## src/include/bwa_pkg.sv

```systemverilog
// bwa_pkg: constants shared by the binary word arithmetic unit and its divider
// assumes: nothing beyond a SystemVerilog compiler
package bwa_pkg;
    // word width and divider step count
    localparam int WORD_W = 16;
    localparam int DIV_STEPS = 16;
    // instruction codes from the sequencer
    typedef enum logic [1:0] {
        BWA_OP_ADD = 2'h0,
        BWA_OP_SUB = 2'h1,
        BWA_OP_MUL = 2'h2,
        BWA_OP_DIV = 2'h3
    } bwa_op_t;
    // operand areas; immediate is source only
    typedef enum logic [2:0] {
        BWA_AREA_IO = 3'h0,
        BWA_AREA_SPECIAL = 3'h1,
        BWA_AREA_AUX = 3'h2,
        BWA_AREA_DATA = 3'h3,
        BWA_AREA_HOLD = 3'h4,
        BWA_AREA_TIMER = 3'h5,
        BWA_AREA_LINK = 3'h6,
        BWA_AREA_IMM = 3'h7
    } bwa_area_t;
    // unit state
    typedef enum logic {
        BWA_ST_IDLE = 1'b0,
        BWA_ST_DIV = 1'b1
    } bwa_state_t;
    // carry flag home in the special area: word 255, bit 04
    localparam logic [7:0] CARRY_SPECIAL_WORD = 8'hFF;
    localparam logic [3:0] CARRY_SPECIAL_BIT = 4'h4;
    // register byte offsets
    localparam logic [4:0] REG_CARRY_CTRL = 5'h00;
    localparam logic [4:0] REG_FLAGS = 5'h04;
    localparam logic [4:0] REG_INT_STATUS = 5'h08;
    localparam logic [4:0] REG_INT_CLEAR = 5'h0C;
    localparam logic [4:0] REG_INT_ENABLE = 5'h10;
    // field positions
    localparam int CTRL_SET_CARRY_BIT = 0;
    localparam int CTRL_CLR_CARRY_BIT = 1;
    localparam int EV_DONE_BIT = 0;
    localparam int EV_ERROR_BIT = 1;
    localparam int EV_W = 2;
    // reset values
    localparam logic [EV_W-1:0] INT_ENABLE_RST = 2'h0;
    localparam logic CARRY_RST = 1'b0;
endpackage

```

## src/core/bwa_divider.sv

```systemverilog
// bwa_divider: restoring divider, one quotient bit per enabled clock
// assumes: divisor is non-zero at start; start only while idle
`timescale 1ns/10ps
`default_nettype none
module bwa_divider #(
    parameter int W = bwa_pkg::WORD_W
) (
    // clock and reset
    input wire logic core_clk,
    input wire logic rst_b,
    input wire logic clk_en,
    // request
    input wire logic start,
    input wire logic [W-1:0] dividend,
    input wire logic [W-1:0] divisor,
    // answer
    output logic done,
    output logic [W-1:0] quot,
    output logic [W-1:0] rem
);
    localparam int CW = $clog2(W + 1);
    logic [CW-1:0] cnt_ff, nxt_cnt;
    logic busy_ff, nxt_busy;
    logic done_ff, nxt_done;
    logic [W-1:0] quot_ff, nxt_quot;
    logic [W-1:0] rem_ff, nxt_rem;
    logic [W-1:0] dvsr_ff, nxt_dvsr;
    logic [W:0] shifted;
    logic [W:0] trial;

    // one restoring step per cycle
    always_comb
    begin
        nxt_cnt = cnt_ff;
        nxt_busy = busy_ff;
        nxt_done = 1'b0;
        nxt_quot = quot_ff;
        nxt_rem = rem_ff;
        nxt_dvsr = dvsr_ff;
        shifted = {rem_ff, quot_ff[W-1]};
        trial = shifted - {1'b0, dvsr_ff};
        if (start && !busy_ff)
        begin
            nxt_busy = 1'b1;
            nxt_cnt = '0;
            nxt_quot = dividend;
            nxt_rem = '0;
            nxt_dvsr = divisor;
        end
        else if (busy_ff)
        begin
            if (!trial[W])
            begin
                nxt_rem = trial[W-1:0];
                nxt_quot = {quot_ff[W-2:0], 1'b1};
            end
            else
            begin
                nxt_rem = shifted[W-1:0];
                nxt_quot = {quot_ff[W-2:0], 1'b0};
            end
            nxt_cnt = cnt_ff + 1'b1;
            if (cnt_ff == CW'(W - 1))
            begin
                nxt_busy = 1'b0;
                nxt_done = 1'b1;
            end
        end
    end

    // register the step
    always_ff @(posedge core_clk or negedge rst_b)
    begin
        if (!rst_b)
        begin
            cnt_ff <= '0;
            busy_ff <= 1'b0;
            done_ff <= 1'b0;
            quot_ff <= '0;
            rem_ff <= '0;
            dvsr_ff <= '0;
        end
        else if (clk_en)
        begin
            cnt_ff <= nxt_cnt;
            busy_ff <= nxt_busy;
            done_ff <= nxt_done;
            quot_ff <= nxt_quot;
            rem_ff <= nxt_rem;
            dvsr_ff <= nxt_dvsr;
        end
    end

    assign done = done_ff;
    assign quot = quot_ff;
    assign rem = rem_ff;
endmodule // bwa_divider
`default_nettype wire

```

## src/core/bwa_unit.sv

```systemverilog
// bwa_unit: 16-bit binary add, subtract, multiply and divide for the sequencer
// assumes: sequencer on core_clk, presents one instruction while op_busy is low
// Notes on behaviour
// (RULE1) condition false: nothing written, flags kept
// (RULE2) add sums both words plus carry
// (RULE3) add carry set when sum exceeds FFFF
// (RULE4) subtract removes subtrahend and carry from minuend
// (RULE5) negative difference stored modulo 16 bits, carry set
// (RULE6) subtract carry when minuend below subtrahend plus carry
// (RULE7) multiply gives 32-bit product, low then high
// (RULE8) divide stores quotient then remainder
// (RULE9) zero divisor raises error flag
// (RULE10) missing indirect data word raises error flag
// (RULE11) zero flag follows zero result
// (RULE12) sources any area, destinations restricted
// (RULE13) operands are unsigned 16-bit words
// (RULE14) carry lives at special bit 25504
// (RULE15) software may set or clear carry
// (RULE16) data treated as hex, never decimal-coded
// (RULE17) differentiated form runs on rising condition
// (RULE18) error leaves destination words untouched
//
// Added by the designer: the register addresses and strobed register access.
`timescale 1ns/10ps
`default_nettype none
module bwa_unit #(
    parameter int W = bwa_pkg::WORD_W
) (
    // clock, reset, enable
    input wire logic core_clk,
    input wire logic rst_b,
    input wire logic clk_en,
    // instruction from the sequencer
    input wire logic op_valid,
    input wire logic [1:0] op_code,
    input wire logic exec_cond,
    input wire logic op_diff,
    input wire logic [2:0] dst_area,
    input wire logic ptr_fault,
    input wire logic [W-1:0] operand_a,
    input wire logic [W-1:0] operand_b,
    // results to the sequencer
    output logic op_busy,
    output logic res_done,
    output logic res_lo_we,
    output logic res_hi_we,
    output logic [W-1:0] res_lo,
    output logic [W-1:0] res_hi,
    // flags
    output logic carry_flag,
    output logic zero_flag,
    output logic error_flag,
    // register port
    input wire logic [4:0] reg_addr,
    input wire logic [31:0] reg_wdata,
    input wire logic reg_wr,
    input wire logic reg_rd,
    output logic [31:0] reg_rdata,
    output logic irq
);
    // destination must be a writable area
    function automatic logic dst_ok(input logic [2:0] area);
        unique case (bwa_pkg::bwa_area_t'(area))
            bwa_pkg::BWA_AREA_IO, bwa_pkg::BWA_AREA_AUX, bwa_pkg::BWA_AREA_DATA,
            bwa_pkg::BWA_AREA_HOLD, bwa_pkg::BWA_AREA_LINK: dst_ok = 1'b1;
            default: dst_ok = 1'b0;
        endcase
    endfunction

    bwa_pkg::bwa_state_t state_ff, nxt_state;
    logic busy_ff, nxt_busy;
    logic done_ff, nxt_done;
    logic lo_we_ff, nxt_lo_we;
    logic hi_we_ff, nxt_hi_we;
    logic [W-1:0] lo_ff, nxt_lo;
    logic [W-1:0] hi_ff, nxt_hi;
    logic carry_ff, nxt_carry;
    logic zero_ff, nxt_zero;
    logic err_ff, nxt_err;
    logic [3:0] prev_cond_ff, nxt_prev_cond;
    logic [W-1:0] div_a_ff, nxt_div_a;
    logic [W-1:0] div_b_ff, nxt_div_b;
    logic [bwa_pkg::EV_W-1:0] ev;
    logic [bwa_pkg::EV_W-1:0] int_stat_ff, nxt_int_stat;
    logic [bwa_pkg::EV_W-1:0] int_en_ff, nxt_int_en;
    logic irq_ff, nxt_irq;
    logic [31:0] rdata_ff, nxt_rdata;
    logic accept, run_now, fault_now;
    logic [W:0] sum_full;
    logic [W:0] diff_full;
    logic [2*W-1:0] product;
    logic div_start, div_done;
    logic [W-1:0] div_quot, div_rem;
    logic sw_set_carry, sw_clr_carry;

    // plain unsigned arithmetic on hex words
    assign sum_full = {1'b0, operand_a} + {1'b0, operand_b} + {{W{1'b0}}, carry_ff}; // RULE2 RULE13 RULE16
    assign diff_full = {1'b0, operand_a} - {1'b0, operand_b} - {{W{1'b0}}, carry_ff}; // RULE4 RULE5
    assign product = {{W{1'b0}}, operand_a} * {{W{1'b0}}, operand_b}; // RULE7
    // request decode
    assign accept = op_valid && (state_ff == bwa_pkg::BWA_ST_IDLE);
    assign run_now = exec_cond && !(op_diff && prev_cond_ff[op_code]); // RULE1 RULE17
    assign fault_now = ptr_fault || !dst_ok(dst_area); // RULE10 RULE12
    assign sw_set_carry = reg_wr && (reg_addr == bwa_pkg::REG_CARRY_CTRL)
        && reg_wdata[bwa_pkg::CTRL_SET_CARRY_BIT];
    assign sw_clr_carry = reg_wr && (reg_addr == bwa_pkg::REG_CARRY_CTRL)
        && reg_wdata[bwa_pkg::CTRL_CLR_CARRY_BIT];

    // instruction execution and flag update
    always_comb
    begin
        nxt_state = state_ff;
        nxt_busy = busy_ff;
        nxt_done = 1'b0;
        nxt_lo_we = 1'b0;
        nxt_hi_we = 1'b0;
        nxt_lo = lo_ff;
        nxt_hi = hi_ff;
        nxt_carry = carry_ff;
        nxt_zero = zero_ff;
        nxt_err = err_ff;
        nxt_prev_cond = prev_cond_ff;
        nxt_div_a = div_a_ff;
        nxt_div_b = div_b_ff;
        div_start = 1'b0;
        ev = '0;
        // software carry control; an add or subtract in the same cycle wins
        if (sw_set_carry)
            nxt_carry = 1'b1; // RULE15
        else if (sw_clr_carry)
            nxt_carry = 1'b0; // RULE15
        unique case (state_ff)
            bwa_pkg::BWA_ST_IDLE:
            begin
                if (accept)
                begin
                    nxt_prev_cond[op_code] = exec_cond;
                    nxt_done = 1'b1;
                    if (run_now)
                    begin
                        nxt_err = 1'b0;
                        if (fault_now)
                            nxt_err = 1'b1; // RULE10 RULE18
                        else
                        begin
                            unique case (bwa_pkg::bwa_op_t'(op_code))
                                bwa_pkg::BWA_OP_ADD:
                                begin
                                    nxt_lo = sum_full[W-1:0]; // RULE2
                                    nxt_lo_we = 1'b1;
                                    nxt_carry = sum_full[W]; // RULE3
                                    nxt_zero = (sum_full[W-1:0] == '0); // RULE11
                                end
                                bwa_pkg::BWA_OP_SUB:
                                begin
                                    nxt_lo = diff_full[W-1:0]; // RULE4 RULE5
                                    nxt_lo_we = 1'b1;
                                    nxt_carry = diff_full[W]; // RULE6
                                    nxt_zero = (diff_full[W-1:0] == '0); // RULE11
                                end
                                bwa_pkg::BWA_OP_MUL:
                                begin
                                    nxt_lo = product[W-1:0]; // RULE7
                                    nxt_hi = product[2*W-1:W];
                                    nxt_lo_we = 1'b1;
                                    nxt_hi_we = 1'b1;
                                    nxt_zero = (product == '0); // RULE11
                                end
                                bwa_pkg::BWA_OP_DIV:
                                begin
                                    if (operand_b == '0)
                                        nxt_err = 1'b1; // RULE9 RULE18
                                    else
                                    begin
                                        nxt_done = 1'b0;
                                        div_start = 1'b1;
                                        nxt_div_a = operand_a;
                                        nxt_div_b = operand_b;
                                        nxt_busy = 1'b1;
                                        nxt_state = bwa_pkg::BWA_ST_DIV;
                                    end
                                end
                            endcase
                        end
                    end
                end
            end
            bwa_pkg::BWA_ST_DIV:
            begin
                if (div_done)
                begin
                    nxt_lo = div_quot; // RULE8
                    nxt_hi = div_rem;
                    nxt_lo_we = 1'b1;
                    nxt_hi_we = 1'b1;
                    nxt_zero = (div_quot == '0); // RULE11
                    nxt_done = 1'b1;
                    nxt_busy = 1'b0;
                    nxt_state = bwa_pkg::BWA_ST_IDLE;
                end
            end
        endcase
        ev[bwa_pkg::EV_DONE_BIT] = nxt_done;
        ev[bwa_pkg::EV_ERROR_BIT] = nxt_done && nxt_err && (accept || div_done) && run_now;
    end

    // execution state registers; carry flag is special-area bit 25504
    always_ff @(posedge core_clk or negedge rst_b)
    begin
        if (!rst_b)
        begin
            state_ff <= bwa_pkg::BWA_ST_IDLE;
            busy_ff <= 1'b0;
            done_ff <= 1'b0;
            lo_we_ff <= 1'b0;
            hi_we_ff <= 1'b0;
            lo_ff <= '0;
            hi_ff <= '0;
            carry_ff <= bwa_pkg::CARRY_RST; // RULE14
            zero_ff <= 1'b0;
            err_ff <= 1'b0;
            prev_cond_ff <= '0;
            div_a_ff <= '0;
            div_b_ff <= '0;
        end
        else if (clk_en)
        begin
            state_ff <= nxt_state;
            busy_ff <= nxt_busy;
            done_ff <= nxt_done;
            lo_we_ff <= nxt_lo_we;
            hi_we_ff <= nxt_hi_we;
            lo_ff <= nxt_lo;
            hi_ff <= nxt_hi;
            carry_ff <= nxt_carry; // RULE14
            zero_ff <= nxt_zero;
            err_ff <= nxt_err;
            prev_cond_ff <= nxt_prev_cond;
            div_a_ff <= nxt_div_a;
            div_b_ff <= nxt_div_b;
        end
    end

    // sequential divider
    bwa_divider #(
        .W(W)
    ) u_div (
        .core_clk(core_clk),
        .rst_b(rst_b),
        .clk_en(clk_en),
        .start(div_start),
        .dividend(operand_a),
        .divisor(operand_b),
        .done(div_done),
        .quot(div_quot),
        .rem(div_rem)
    );

    // register port, interrupt status, read data for one cycle
    always_comb
    begin
        nxt_int_en = int_en_ff;
        nxt_int_stat = int_stat_ff;
        nxt_rdata = 32'h0000_0000;
        if (reg_wr && reg_addr == bwa_pkg::REG_INT_ENABLE)
            nxt_int_en = reg_wdata[bwa_pkg::EV_W-1:0];
        if (reg_wr && reg_addr == bwa_pkg::REG_INT_CLEAR)
            nxt_int_stat = nxt_int_stat & ~reg_wdata[bwa_pkg::EV_W-1:0];
        nxt_int_stat = nxt_int_stat | ev; // set wins over clear
        nxt_irq = |(nxt_int_stat & nxt_int_en);
        if (reg_rd)
        begin
            unique case (reg_addr)
                bwa_pkg::REG_FLAGS: nxt_rdata = {28'h0000000, busy_ff, err_ff, zero_ff, carry_ff};
                bwa_pkg::REG_INT_STATUS: nxt_rdata = {30'h00000000, int_stat_ff};
                bwa_pkg::REG_INT_ENABLE: nxt_rdata = {30'h00000000, int_en_ff};
                default: nxt_rdata = 32'h0000_0000;
            endcase
        end
    end

    // register group flops
    always_ff @(posedge core_clk or negedge rst_b)
    begin
        if (!rst_b)
        begin
            int_en_ff <= bwa_pkg::INT_ENABLE_RST;
            int_stat_ff <= '0;
            irq_ff <= 1'b0;
            rdata_ff <= 32'h0000_0000;
        end
        else if (clk_en)
        begin
            int_en_ff <= nxt_int_en;
            int_stat_ff <= nxt_int_stat;
            irq_ff <= nxt_irq;
            rdata_ff <= nxt_rdata;
        end
    end

    // outputs straight from flops
    assign op_busy = busy_ff;
    assign res_done = done_ff;
    assign res_lo_we = lo_we_ff;
    assign res_hi_we = hi_we_ff;
    assign res_lo = lo_ff;
    assign res_hi = hi_ff;
    assign carry_flag = carry_ff;
    assign zero_flag = zero_ff;
    assign error_flag = err_ff;
    assign reg_rdata = rdata_ff;
    assign irq = irq_ff;

    logic ok_go;
    assign ok_go = clk_en && accept && run_now && !fault_now;
endmodule // bwa_unit
`default_nettype wire

```

## config.mk

```make
export PLATFORM = sky130hd
export DESIGN_NAME = bwa_unit
export DESIGN_NICKNAME = d
export VERILOG_FILES = /design/src/include/bwa_pkg.sv /design/src/core/bwa_divider.sv /design/src/core/bwa_unit.sv
export SDC_FILE = /design/constraint.sdc
export NUM_CORES = 1
export LEC_CHECK = 0
export ABC_CLOCK_PERIOD_IN_PS = 3200
export BUFFER_PORTS_ARGS = -buffer_cell sky130_fd_sc_hd__buf_2
export CORE_ASPECT_RATIO = 2
export CORE_MARGIN = 10
export CORE_UTILIZATION = 38
export DETAILED_ROUTE_END_ITERATION = 10
export PLACE_DENSITY = 0.6
export SLEW_MARGIN = 20
export SYNTH_ARGS = -nofsm -noshare
export SYNTH_HDL_FRONTEND = slang
export SYNTH_SLANG_ARGS = --single-unit
export TNS_END_PERCENT = 10
```

## constraint.sdc

```tcl
create_clock -name core_clk -period 3.2 [get_ports core_clk]
set_input_delay 0.96 -clock core_clk [delete_from_list [all_inputs] [get_ports core_clk]]
set_output_delay 0.96 -clock core_clk [all_outputs]
set_load 0.02 [all_outputs]
```

After elaboration in Yosys (flattened, before gate mapping)
Index checks and enable logic that the tools add are counted.

Output and inout bits: 72. Memories: 0. Memory bits (read-only): 0. Bits in latches: 0. Memory bits (writable): 0. Flip-flop bits (word level): 136.

Add/subtract/negate cells: 6. Divide/modulo/power cells: 0. Shifts and indexed selects: 0. Reduce and logical (&&, ||, !) cells: 36. Order comparisons: 2. Bitwise operators: 5. $mul: 1. Equality and inequality tests: 20. Multiplexer cells: 86.

Operator list (number): $mux W16 (14); $logic_not A16 Y1 (4); $pmux W16 S2 (2); $mux W1 (52); $pmux W16 S3 (1); $logic_not A32 Y1 (1); $mul A16 B16 Y32 (1); $add A16 B16 Y17 (1); $add A17 B1 Y17 (1); $sub A16 B16 Y17 (1); $sub A17 B1 Y17 (1); $sub A17 B16 Y17 (1); $eq A5 B4 Y1 const B (3); $pmux W1 S2 (7); $logic_and A1 B1 Y1 (13); $pmux W4 S3 (1); $reduce_and A6 Y1 (2); $mux W5 (2); $ne A2 B2 Y1 const B (4); $reduce_and A7 Y1 (1); $eq A3 B2 Y1 const B (2); $eq A3 B3 Y1 const B (2); $ne A2 B1 Y1 const B (3); $add A5 B1 Y5 const B (1); 28 further kinds (35).

Depth between registers and ports, before layout
Gate-level depths: netlist (run 1).

Depth after elaboration: 15. Gate-level depth with buffers: 25.

By module
From an unflattened synthesis (run 1), not the netlist that was laid out.

Cells, all modules: 1925. Area, all modules: 16806.1 um^2.

Modules (own cells, without submodules): bwa_unit (times used 1, sequential area each 1326.3 um^2, cells an instance 1602, area an instance 13548.0 um^2); bwa_divider (times used 1, sequential area each 1376.3 um^2, cells an instance 323, area an instance 3258.1 um^2).

Worst setup path after synthesis (run 1)
OpenSTA, ideal clock, no wires.

Kind: input -> register. From: input port operand_b[7]. To: register zero_ff, in the netlist zero_flag. Setup time: 0.110 ns. Path slack: -4.015 ns. Buffers on the path: 2. Arrival: 7.105 ns. Cell stages on the path: 23. Data required time: 3.090 ns. Cell sequence: clkbuf_1 > clkbuf_1 > nand2_1 > fa_1 > inv_1 > fa_1 > fa_1 > fa_1 > fa_1 > inv_1 > fa_1 > inv_1 > ha_1 > a21o_1 > a21o_1 > a221o_1 > or3_1 > a21oi_1 > nor4bb_1 > nand4_1 > nor4b_1 > nand4_1 > o41ai_1.

Cells in the longest elaborated chain, start to end: 8. Elaborated cells on any way between the ends: 13. Classes of those cells: add/sub (4); mul (1); mux (5); reduce/logical (3).

RTL lines: start, declared (RTL line bwa_unit.sv:41) `input wire logic [W-1:0] operand_b,`; branches (longest 3 deep; another with $mul A16 B16 Y32); $pmux W1 S3 (*) (RTL line bwa_unit.sv:146) `unique case (bwa_pkg::bwa_op_t'(op_code))`; $mux W1 (*) (RTL line bwa_unit.sv:142) `if (fault_now)`; $mux W1 (*) (RTL line bwa_unit.sv:139) `if (run_now)`; $mux W1 (*) (RTL line bwa_unit.sv:135) `if (accept)`; $pmux W1 S2 (*) (RTL line bwa_unit.sv:132) `unique case (state_ff)`; end signal, assigned (RTL line bwa_unit.sv:236) `zero_ff <= nxt_zero;`; end, declared (RTL line bwa_unit.sv:78) `logic zero_ff, nxt_zero;`.

Every way passes the cells marked *. The select of a mux whose other input is x is not followed. A chain may end at the register's enable or synchronous reset.

Final worst setup path (run 1)
From: input port operand_a[8]. To: register zero_ff, in the netlist zero_flag.

Cells in the longest elaborated chain, start to end: 8. Elaborated cells on any way between the ends: 13. Classes of those cells: add/sub (4); mul (1); mux (5); reduce/logical (3).

RTL lines: start, declared (RTL line bwa_unit.sv:40) `input wire logic [W-1:0] operand_a,`; branches (longest 3 deep; another with $mul A16 B16 Y32); $pmux W1 S3 (*) (RTL line bwa_unit.sv:146); $mux W1 (*) (RTL line bwa_unit.sv:142); $mux W1 (*) (RTL line bwa_unit.sv:139); $mux W1 (*) (RTL line bwa_unit.sv:135); $pmux W1 S2 (*) (RTL line bwa_unit.sv:132).

Marks and branches as above.

==> out/results.txt, run 1 <==
RSZ-0062 raised after global routing: true
R2r endpoint: zero_flag
Clock buffer depth: 2
Slew HR: 25.0%
Design area: 21600 um^2
Nets: 2820
Worst VDD drop: 1.06 mV
Port-buffer cells: 96
Leak: 10.9 nW
GPL Wtd Cong: 0.968
Post-route minimum period: 6700 ps
GRT Total Usage: 22.2%
Setup ws final: -3500 ps
GRT overflow: 0
Io pins: 155
Critical Path End Type: register
Mean post-synth cell area: 8.51 um^2
Final Max Tran Viols: 0
Via density: 5.22
CTS root buf: clkbuf_16
PwrDens: 1320 nW/um^2
Int Pwr: 14.9 mW
Tcrit/Tclk final: 209%
Die ar.: 52700 um^2
1st-iter DRT viols: 785
Met3 Use GR: 1.95%
Yosys reg bits: 108
Largest net degree at the start of global routing: 56
Growth of design area from synthesis to finish: 30.7%
WHS: 483 ps
Syn Std Cell Area: 16500 um^2
Reg clk slew, reported paths: 70 ps
First-pass DRT Iterations: 7
H-tree lvl count: 3
Met1 Resource Use GR: 21.9%
Placed cell area: 20400 um^2
Initial antenna violation count: 1
HP Start: res_lo[11]
Critical path class: input port to register
Failing checks: setup timing
CP arrival: 6970 ps
Clock Power Share: 4.3%
Final hold vios: 0
Row count: 108
Post-DR wirelength/cell: 20.3 um
Setup slack, reg-to-reg: -1070 ps
Via count: 15234
Final Setup Violations: 31
Max Fclk: 149 MHz
CTS sink count: 108
Layout cells sized above 1: 27.2%
Sequential fraction of design power: 7.3%
Hold crit path type: register to register
Part of the power in combinational logic: 88.4%
Inserted Clock Buffers: 9
Layout Skew: 13.0 ps
Synth Warn #: 0
Asr flop ratio synth: 100%
Outcome: finished with violations
Routed Antenna Nets: 0
Met2 usage: 43.4%
Busiest grt layer: met2
Max-cap check violation count: 0
First-pass GRT wire length: 92000 um
Post-Synthesis Cells: 1939
Die H: 315 um
Starting Density: 38.2%
Crit-path max FO: 5
Hpwl dp: 50200 um
DRC Markers: 0
Pre-CTS setup slack: -4270 ps
CP required: 3470 ps
Worst-margin pin slew: 1120 ps
Hold buffers post-CTS: 0
Final core utilization: 49.9%
Synth cell types: 81
Main synth FF type: dfrtp_1
Post-synthesis sequential area ratio: 16.4%
Worst r2r path cells: 14
Number of flops mapped to enable cells by yosys: 0
CP startpoint kind: input port
Net Sw Frac: 47.8%
Die width: 167 um
N_diodes: 0
Vias in the first global route: 16807
Tot Pwr: 28.6 mW
WL final: 59200 um
Hold depth: 2
Sw Pwr: 13.7 mW
Core ar.: 43200 um^2
CTS tree: yes
Worst Hold Path EP: res_lo[11]
Worst skew pair latency: 380 ps
Worst reg2reg path startpoint: carry_flag
## power by group through the flow
stage	sequential, mW	clock (mW)	combinational [mW]
5_1_grt	2.15	1.28	27.6
3_5_place_dp	2.12	0	22.4
6_report	2.10	1.22	25.3
2_1_floorplan	2.25	0	12.1
3_3_place_gp	2.11	0	22.2
4_1_cts	2.10	1.24	24.7
## cells in the mapped netlist, types with 7 or more instances
cell type	count	area share [%]
or3_1	9	0.34
nand3_1	23	0.70
mux2i_1	17	1.0
and3_1	8	0.30
mux2_2	8	0.55
nor2_1	78	1.8
nor4_1	13	0.49
a211oi_1	14	0.64
and2_1	109	4.1
a21oi_1	91	2.8
xor2_1	21	1.1
o31ai_1	8	0.36
clkbuf_1	67	1.5
nand2b_1	13	0.49
o21a_1	12	0.55
nor3_1	31	0.94
nand2_1	283	6.4
fa_1	199	24
nor2b_1	13	0.49
dfrtp_1	108	16
a221oi_1	13	0.69
a21o_1	21	0.96
o21ai_0	74	2.2
a22oi_1	20	0.91
buf_4	29	1.3
o21ai_1	23	0.70
ha_1	172	13
xnor2_1	47	2.5
inv_1	303	6.9
a31oi_1	14	0.53
nand4_1	7	0.27
## worst max path at each step
stage	end	from	slack (ps)	cells past startpoint
floorplan	zero_flag	operand_b[7]	-3510	23
global placement	zero_flag	operand_a[9]	-4110	20
detailed placement	zero_flag	operand_a[9]	-4270	20
CTS	zero_flag	operand_a[8]	-3420	24
global route	zero_flag	operand_a[8]	-3780	24
finish	zero_flag	operand_a[8]	-3500	24
## what timing repair did
action	CTS	global route
gates cloned	0	1
endpoints found under the setup margin	48	49
resized for setup	136	44
buffers inserted	7	0
pin swaps	40	20
## stage by stage
stage,TNS (ps),cells
final,-80730,2921
after detailed placement,-106230,2897
after floorplan,-71480,1966
after global routing,-87140,2921
after CTS,-79650,2920
after global placement,-102210,2897
## layout make-up
class | count | area (um^2)
multi-input cells | 1452 | 13000
well taps | 550 | 688
flip-flops and latches | 108 | 2710
repair buffers | 490 | 3730
inverters | 305 | 1150
clock inverters | 6 | 77.6
clock buffers | 10 | 239
fillers | 4108 | 21700
## placed cells by master (no fill, tap or decap), drive strengths merged, types with 12 or more instances in the layout
master and instances:
buf 488, nor3 31, mux2i 17, a211oi 14, xnor2 48, xor2 21, a221oi 14, nor4 13
and2 109, conb 28, nand2 283, dfrtp 108, a31oi 14, nor2 78, nor2b 13, o21ai 97
fa 199, a21oi 92, nand3 23, a22oi 20, ha 172, inv 308, a21o 21, nand2b 14
clkbuf 12, o21a 12
## sequential cells by signal, indices dropped and copies added, names as in the netlist, 2 cells and up
name	flops
int_en_ff	2
int_stat_ff	2
prev_cond_ff	4
reg_rdata	4
res_hi	16
res_lo	16
u_div.cnt_ff	5
u_div.dvsr_ff	16
u_div.quot	16
u_div.rem	16
## critical path, stage by stage
cell and delay (ps):
buf_12 120, buf_12 140, and2_4 160, fa_1 510, inv_2 40, fa_2 530
inv_2 40, fa_1 520, fa_2 450, fa_1 510, inv_1 50, fa_1 510
inv_2 50, ha_4 260, nand4_1 120, o221ai_4 150, a221o_1 340, or3_4 380
a21oi_1 120, nor4bb_2 220, nand4_1 150, nor4b_2 280, nand4_1 150, o41ai_2 210
## logic make-up after synthesis
| group | share of synthesized area (%) |
|---|---|
| muxes | 1.71 |
| other | 0.0227 |
| and+or+nand+nor | 17.6 |
| adders and majority gates | 37.2 |
| buffers and inverters | 9.95 |
| xor gates and xnor gates | 3.71 |
| AOI/OAI and AO/OA | 13.4 |
| DFF | 16.4 |
## metal layers
metal | routed length (um) | vias to the layer above
met4 | 3960 | 2
li1 | - | 7120
met5 | 17 | -
met1 | 20200 | 7506
met3 | 2100 | 173
met2 | 33000 | 433
No activity file was read; power rests on OpenSTA's default activity.
==> inputs of run 2 (changes only) <==
- CORE_UTILIZATION: 38 -> 56
- PLACE_DENSITY: 0.6 -> 0.82
==> run 2 against run 1 <==
Against the previous run:
- the run still ends with setup timing left
- clock skew decreased by 4.6 ps
- core utilization rose by 24 points
- non-clock buffer count is 17 lower
- hold slack worse by 4.6 ps
- register-to-register slack worse by 40 ps
- maximum frequency fell by 0.74%
- via count increased by 3.9%
- critical endpoint unchanged
==> out/results.txt, run 2 (synthesis gave the netlist of run 1 again) <==
Nets: 2803 (-0.60%)
H-tree lvl count: 3 (unchanged)
Layout cells sized above 1: 27.2% (about the same)
Inserted Clock Buffers: 9 (unchanged)
Finished Layout Cells: 2714 (-7.1%)
Via count: 15826 (+3.9%)
Io pins: 155 (unchanged)
Largest net degree at the start of global routing: 63 (+13%)
CTS sink count: 108 (unchanged)
CTS root buf: clkbuf_16
Row count: 88 (-19%)
GRT overflow: 0 (unchanged)
Max-cap check violation count: 0 (unchanged)
Final hold vios: 0 (unchanged)
Max Fclk: 148 MHz (-0.74%)
CP required: 3460 ps (about the same)
Initial antenna violation count: 0 (-1)
Tcrit/Tclk final: 211% (+1.6 points)
Via density: 5.83 (+12%)
GPL Wtd Cong: 1.02 (+5.0%)
Worst r2r path cells: 15 (+1)
Inst Count DP: 2687 (-7.2%)
Vias in the first global route: 17397 (+3.5%)
Most frequent cells in the layout: 358 x buf_4, 291 x inv_1, 278 x nand2_1, 188 x fa_1, 154 x ha_1
Crit path launch: operand_b[5]
Crit-path max FO: 11 (+6)
CP arrival: 7010 ps (+40 ps)
Worst reg2reg path startpoint: carry_flag
DRC Markers: 0 (unchanged)
Post-DR wirelength/cell: 20.7 um (+2.2%)
WL final: 56200 um (-5.0%)
Starting Density: 57.0% (+19 points)
GRT Total Usage: 29.8% (+7.6 points)
1st-iter DRT viols: 1034 (+32%)
Worst skew pair latency: 370 ps (about the same)
Routed Antenna Nets: 0 (unchanged)
First-pass GRT wire length: 88000 um (-4.4%)
Outcome: finished with violations
Growth of design area from synthesis to finish: 28.9%
CTS tree: yes
Critical Path End: zero_flag
R2r endpoint: zero_flag
Final Max Tran Viols: 0 (unchanged)
Commonest non-fill, non-tap cell in the layout: buf_4
Die H: 263 um (-17%)
Layout Skew: 8.40 ps (-4.63 ps)
Hold crit path type: register to register
Slew HR: 41.5% (+16 points)
Critical Path End Type: register
Hpwl dp: 45800 um (-8.8%)
Critical path class: input port to register
Failing checks: setup timing
Port-buffer cells: 96 (unchanged)
RSZ-0062 raised after global routing: true
Clock buffer depth: 2 (unchanged)
Setup slack, reg-to-reg: -1110 ps (-40 ps)
Core ar.: 29000 um^2 (-33%)
Setup ws final: -3550 ps (-50.1 ps)
N_diodes: 0 (unchanged)
Final Setup Violations: 31 (unchanged)
CP startpoint kind: input port
First-pass DRT Iterations: 5 (-2)
Post-route minimum period: 6750 ps (+50.1 ps)
Reg clk slew, reported paths: 70 ps (about the same)
Die ar.: 37200 um^2 (-29%)
Worst-margin pin slew: 871 ps (-245 ps)
Die width: 141 um (-16%)
## run 2: repair_timing
item / CTS / global route
setup endpoints to repair: 38 / 49
setup buffers: 7 / 6
endpoints found under the hold margin: 0 / 0
gates resized for setup: 170 / 37
pin swaps: 45 / 40
hold buffers: 0 / 0
cloned: 0 / 0
## run 2: worst min path at each step
stage	start	to	cells after the start
detailed placement	res_lo[4]	res_lo[4]	2
floorplan	u_div.cnt_ff[4]	u_div.cnt_ff[4]	2
finish	res_lo[4]	res_lo[4]	2
CTS	res_lo[4]	res_lo[4]	2
global route	res_lo[2]	res_lo[2]	2
global placement	res_hi[4]	res_hi[4]	2
## run 2: layout make-up
cell class              instances  area, um^2
repair buffers                473        3680
well taps                     360         450
fillers                      2131        7680
clock buffers                   9         225
multi-input cells            1452       13000
flip-flops and latches        108        2700
clock inverters                 7        61.3
inverters                     305        1150
## run 2: worst max-delay path, cell delays in order
cell      delay, ps
buf_6           140
and2_1          180
fa_1            500
inv_1            50
fa_1            480
fa_2            510
fa_1            580
inv_2            50
fa_1            450
fa_1            570
ha_4            240
a21oi_4         190
o221ai_4        160
a221o_1         340
or3_4           390
a21oi_2         140
nor4bb_2        210
nand4_1         150
nor4b_2         270
nand4_1         140
o41ai_2         290
## run 2: metal layers
| metal | vias up | GRT usage (%) | part of all wire (%) |
|---|---|---|---|
| met5 | - | 0 | 0 |
| met4 | 0 | 22.9 | 8.7 |
| met3 | 285 | 4.83 | 5.9 |
| met2 | 711 | 54.7 | 53 |
| met1 | 7748 | 28.4 | 32 |
| li1 | 7082 | - | - |
## run 2: stage by stage
step / TNS [ps] / util, % / setup slack [ps] / cell area [um^2] / hold WS [ps]
detailed placement: -98520 / 69.1 / -4110 / 20000 / 465
finish: -80600 / 73.5 / -3550 / 21300 / 478
floorplan: -71480 / - / -3510 / 16900 / 469
global route: -88560 / 73.5 / -3720 / 21300 / 512
CTS: -77640 / 72.8 / -3380 / 21100 / 481
global placement: -94830 / 69.1 / -3920 / 20000 / 457
Power of run 2 is not shown: default switching activity piles up to over one toggle a cycle in this logic, so the estimate is an artifact.
==> inputs of run 3 (changes only) <==
- CORE_ASPECT_RATIO: 2 -> 1.1
==> run 3 against run 2 <==
Against the previous run:
- the run still ends with setup timing left
- cell count down 0.70%
- maximum frequency is 0.73% lower
- global-route usage shrank 1.5 points
- setup slack worse by 50 ps
- wire length down 7.5%
- flip-flop and latch count unchanged
- sequential share of layout area up 0.20 points
- register-to-register slack gained 200 ps
- core utilization fell by 0.90 points
- via count is 1.6% lower
==> out/results.txt, run 3 (synthesis gave the netlist of run 1 again) <==
Commonest non-fill, non-tap cell in the layout: buf_4
Worst path max stage delay: 540 ps (-40 ps)
CTS root buf: clkbuf_16
Io pins: 155 (unchanged)
GRT Total Usage: 28.3% (-1.5 points)
Vias in the first global route: 16588 (-4.7%)
H-tree lvl count: 3 (unchanged)
Design area: 21000 um^2 (-1.5%)
Most frequent cells in the layout: 347 x buf_4, 294 x inv_1, 279 x nand2_1, 191 x fa_1, 155 x ha_1
Die ar.: 36700 um^2 (-1.1%)
First-pass DRT Iterations: 5 (unchanged)
Outcome: finished with violations
Layout Skew: 10.4 ps (+1.98 ps)
Final Setup Violations: 30 (-3.2%)
Inserted Clock Buffers: 9 (unchanged)
Failing checks: setup timing
Setup slack, reg-to-reg: -910 ps (+200 ps)
Pre-CTS setup slack: -4030 ps (+76.6 ps)
Placed cell area: 19900 um^2 (-0.56%)
Row count: 65 (-26%)
WL final: 52000 um (-7.5%)
Via density: 5.78 (-0.89%)
CTS tree: yes
Port-buffer cells: 96 (unchanged)
Critical Path End Type: register
Post-route minimum period: 6800 ps (+49.6 ps)
Setup ws final: -3600 ps (-49.6 ps)
CP required: 3440 ps (-20 ps)
Hold buffers post-CTS: 0 (unchanged)
Largest net degree at the start of global routing: 46 (-27%)
Clock buffer depth: 2 (unchanged)
CP top delay family: adder cells
Crit path buf inv count: 5 (+2)
CP cell instances: buf_8 -> and2_4 -> fa_1 -> inv_2 -> fa_1 -> inv_2 -> fa_1 -> fa_1 -> fa_1 -> inv_2 -> fa_1 -> inv_2 -> ha_4 -> a21o_1 -> a21o_1 -> a221oi_4 -> a21oi_2 -> or3_4 -> a221oi_2 -> nand4_1 -> nor4b_2 -> nand4_1 -> o41ai_2
Hold crit path type: register to register
Initial antenna violation count: 0 (unchanged)
CP max-delay cell: fa_1
Via count: 15575 (-1.6%)
1st-iter DRT viols: 1405 (+36%)
Die H: 200 um (-24%)
Die width: 184 um (+30%)
Crit path launch: operand_a[4]
Final Max Tran Viols: 0 (unchanged)
Worst reg2reg path startpoint: carry_flag
GRT overflow: 0 (unchanged)
CP startpoint kind: input port
Slew HR: 53.5% (+12 points)
N_diodes: 0 (unchanged)
R2r endpoint: zero_flag
First-pass GRT wire length: 83700 um (-4.9%)
Growth of design area from synthesis to finish: 27.0%
DRC Markers: 0 (unchanged)
Worst r2r path cells: 13 (-2)
GPL Wtd Cong: 0.968 (-4.7%)
CTS sink count: 108 (unchanged)
Nets: 2776 (-0.96%)
RSZ-0062 raised after global routing: true
Core ar.: 28900 um^2 (-0.30%)
Starting Density: 57.2% (+0.17 points)
Crit-path max FO: 3 (-8)
Critical path class: input port to register
Max Fclk: 147 MHz (-0.73%)
Routed Antenna Nets: 0 (unchanged)
Critical Path End: zero_flag
Worst-margin pin slew: 696 ps (-175 ps)
Tcrit/Tclk final: 213% (+1.5 points)
Final hold vios: 0 (unchanged)
Post-DR wirelength/cell: 19.3 um (-6.8%)
# fillers: 2066 (-3.1%)
Worst skew pair latency: 350 ps (-20 ps)
CP arrival: 7040 ps (+30 ps)
Critical path depth: 23 (+9.5%)
Reg clk slew, reported paths: 80 ps (about the same)
Max-cap check violation count: 0 (unchanged)
Hpwl dp: 42900 um (-6.2%)
CP most frequent cell: fa_1
Layout cells sized above 1: 26.6% (-0.59 points)
==> run 3: changes by cell type in the layout (fill, tap and decap cells not counted), moves of 5 or more <==
cell	delta
buf_6	-14
buf_4	-11
buf_8	-9
a21oi_2	+7
a21oi_1	-6
buf_2	+5
==> run 3: area by class of cell <==
type,count,area [um^2],area share (%)
clock buffer,9,225,1.07
clock inverter,7,100,0.478
inverter,305,1150,5.48
multi-input combinational,1452,13000,62.0
sequential,108,2700,12.9
tap,368,460,2.20
timing repair buffer,446,3330,15.9
==> run 3: per-layer routing <==
metal	GRT usage, %	vias to the layer above	share of wire [%]
met5	0	-	0
met4	11.9	0	4.5
met3	4.56	169	8.1
met2	48.9	770	48
met1	34.5	7601	39
li1	-	7035	-
==> run 3: tightest hold or removal path: stages (launching register included) <==
cell and delay [ps]:
dfrtp_1 340, nand2_1 40, o21ai_0 60
==> run 3: metrics by stage <==
| step | setup TNS (ps) | utilization, % | hold WS [ps] | cells |
|---|---|---|---|---|
| after floorplan | -71480 | - | 469 | 1966 |
| after global placement | -91990 | 68.9 | 459 | 2677 |
| after detailed placement | -95650 | 68.9 | 465 | 2677 |
| after CTS | -79280 | 71.4 | 481 | 2694 |
| after global routing | -85110 | 72.6 | 509 | 2695 |
| final | -79710 | 72.6 | 474 | 2695 |
==> run 3: timing repair <==
action / 4_1_cts / 5_1_grt
buffers inserted: 2 / 1
endpoints found under the setup margin: 36 / 50
resized for setup: 93 / 80
pin swaps: 35 / 17
==> run 3: worst min-delay path by stage <==
| stage | start | end | slack [ps] | cells after the start |
|---|---|---|---|---|
| 2_1_floorplan | u_div.cnt_ff[4] | u_div.cnt_ff[4] | 470 | 2 |
| 3_3_place_gp | res_hi[10] | res_hi[10] | 460 | 2 |
| 3_5_place_dp | res_hi_we | res_hi_we | 460 | 1 |
| 4_1_cts | res_hi_we | res_hi_we | 480 | 1 |
| 5_1_grt | res_hi[7] | res_hi[7] | 510 | 1 |
| 6_report | res_lo[3] | res_lo[3] | 470 | 2 |
Power of run 3 is left out for the same reason.
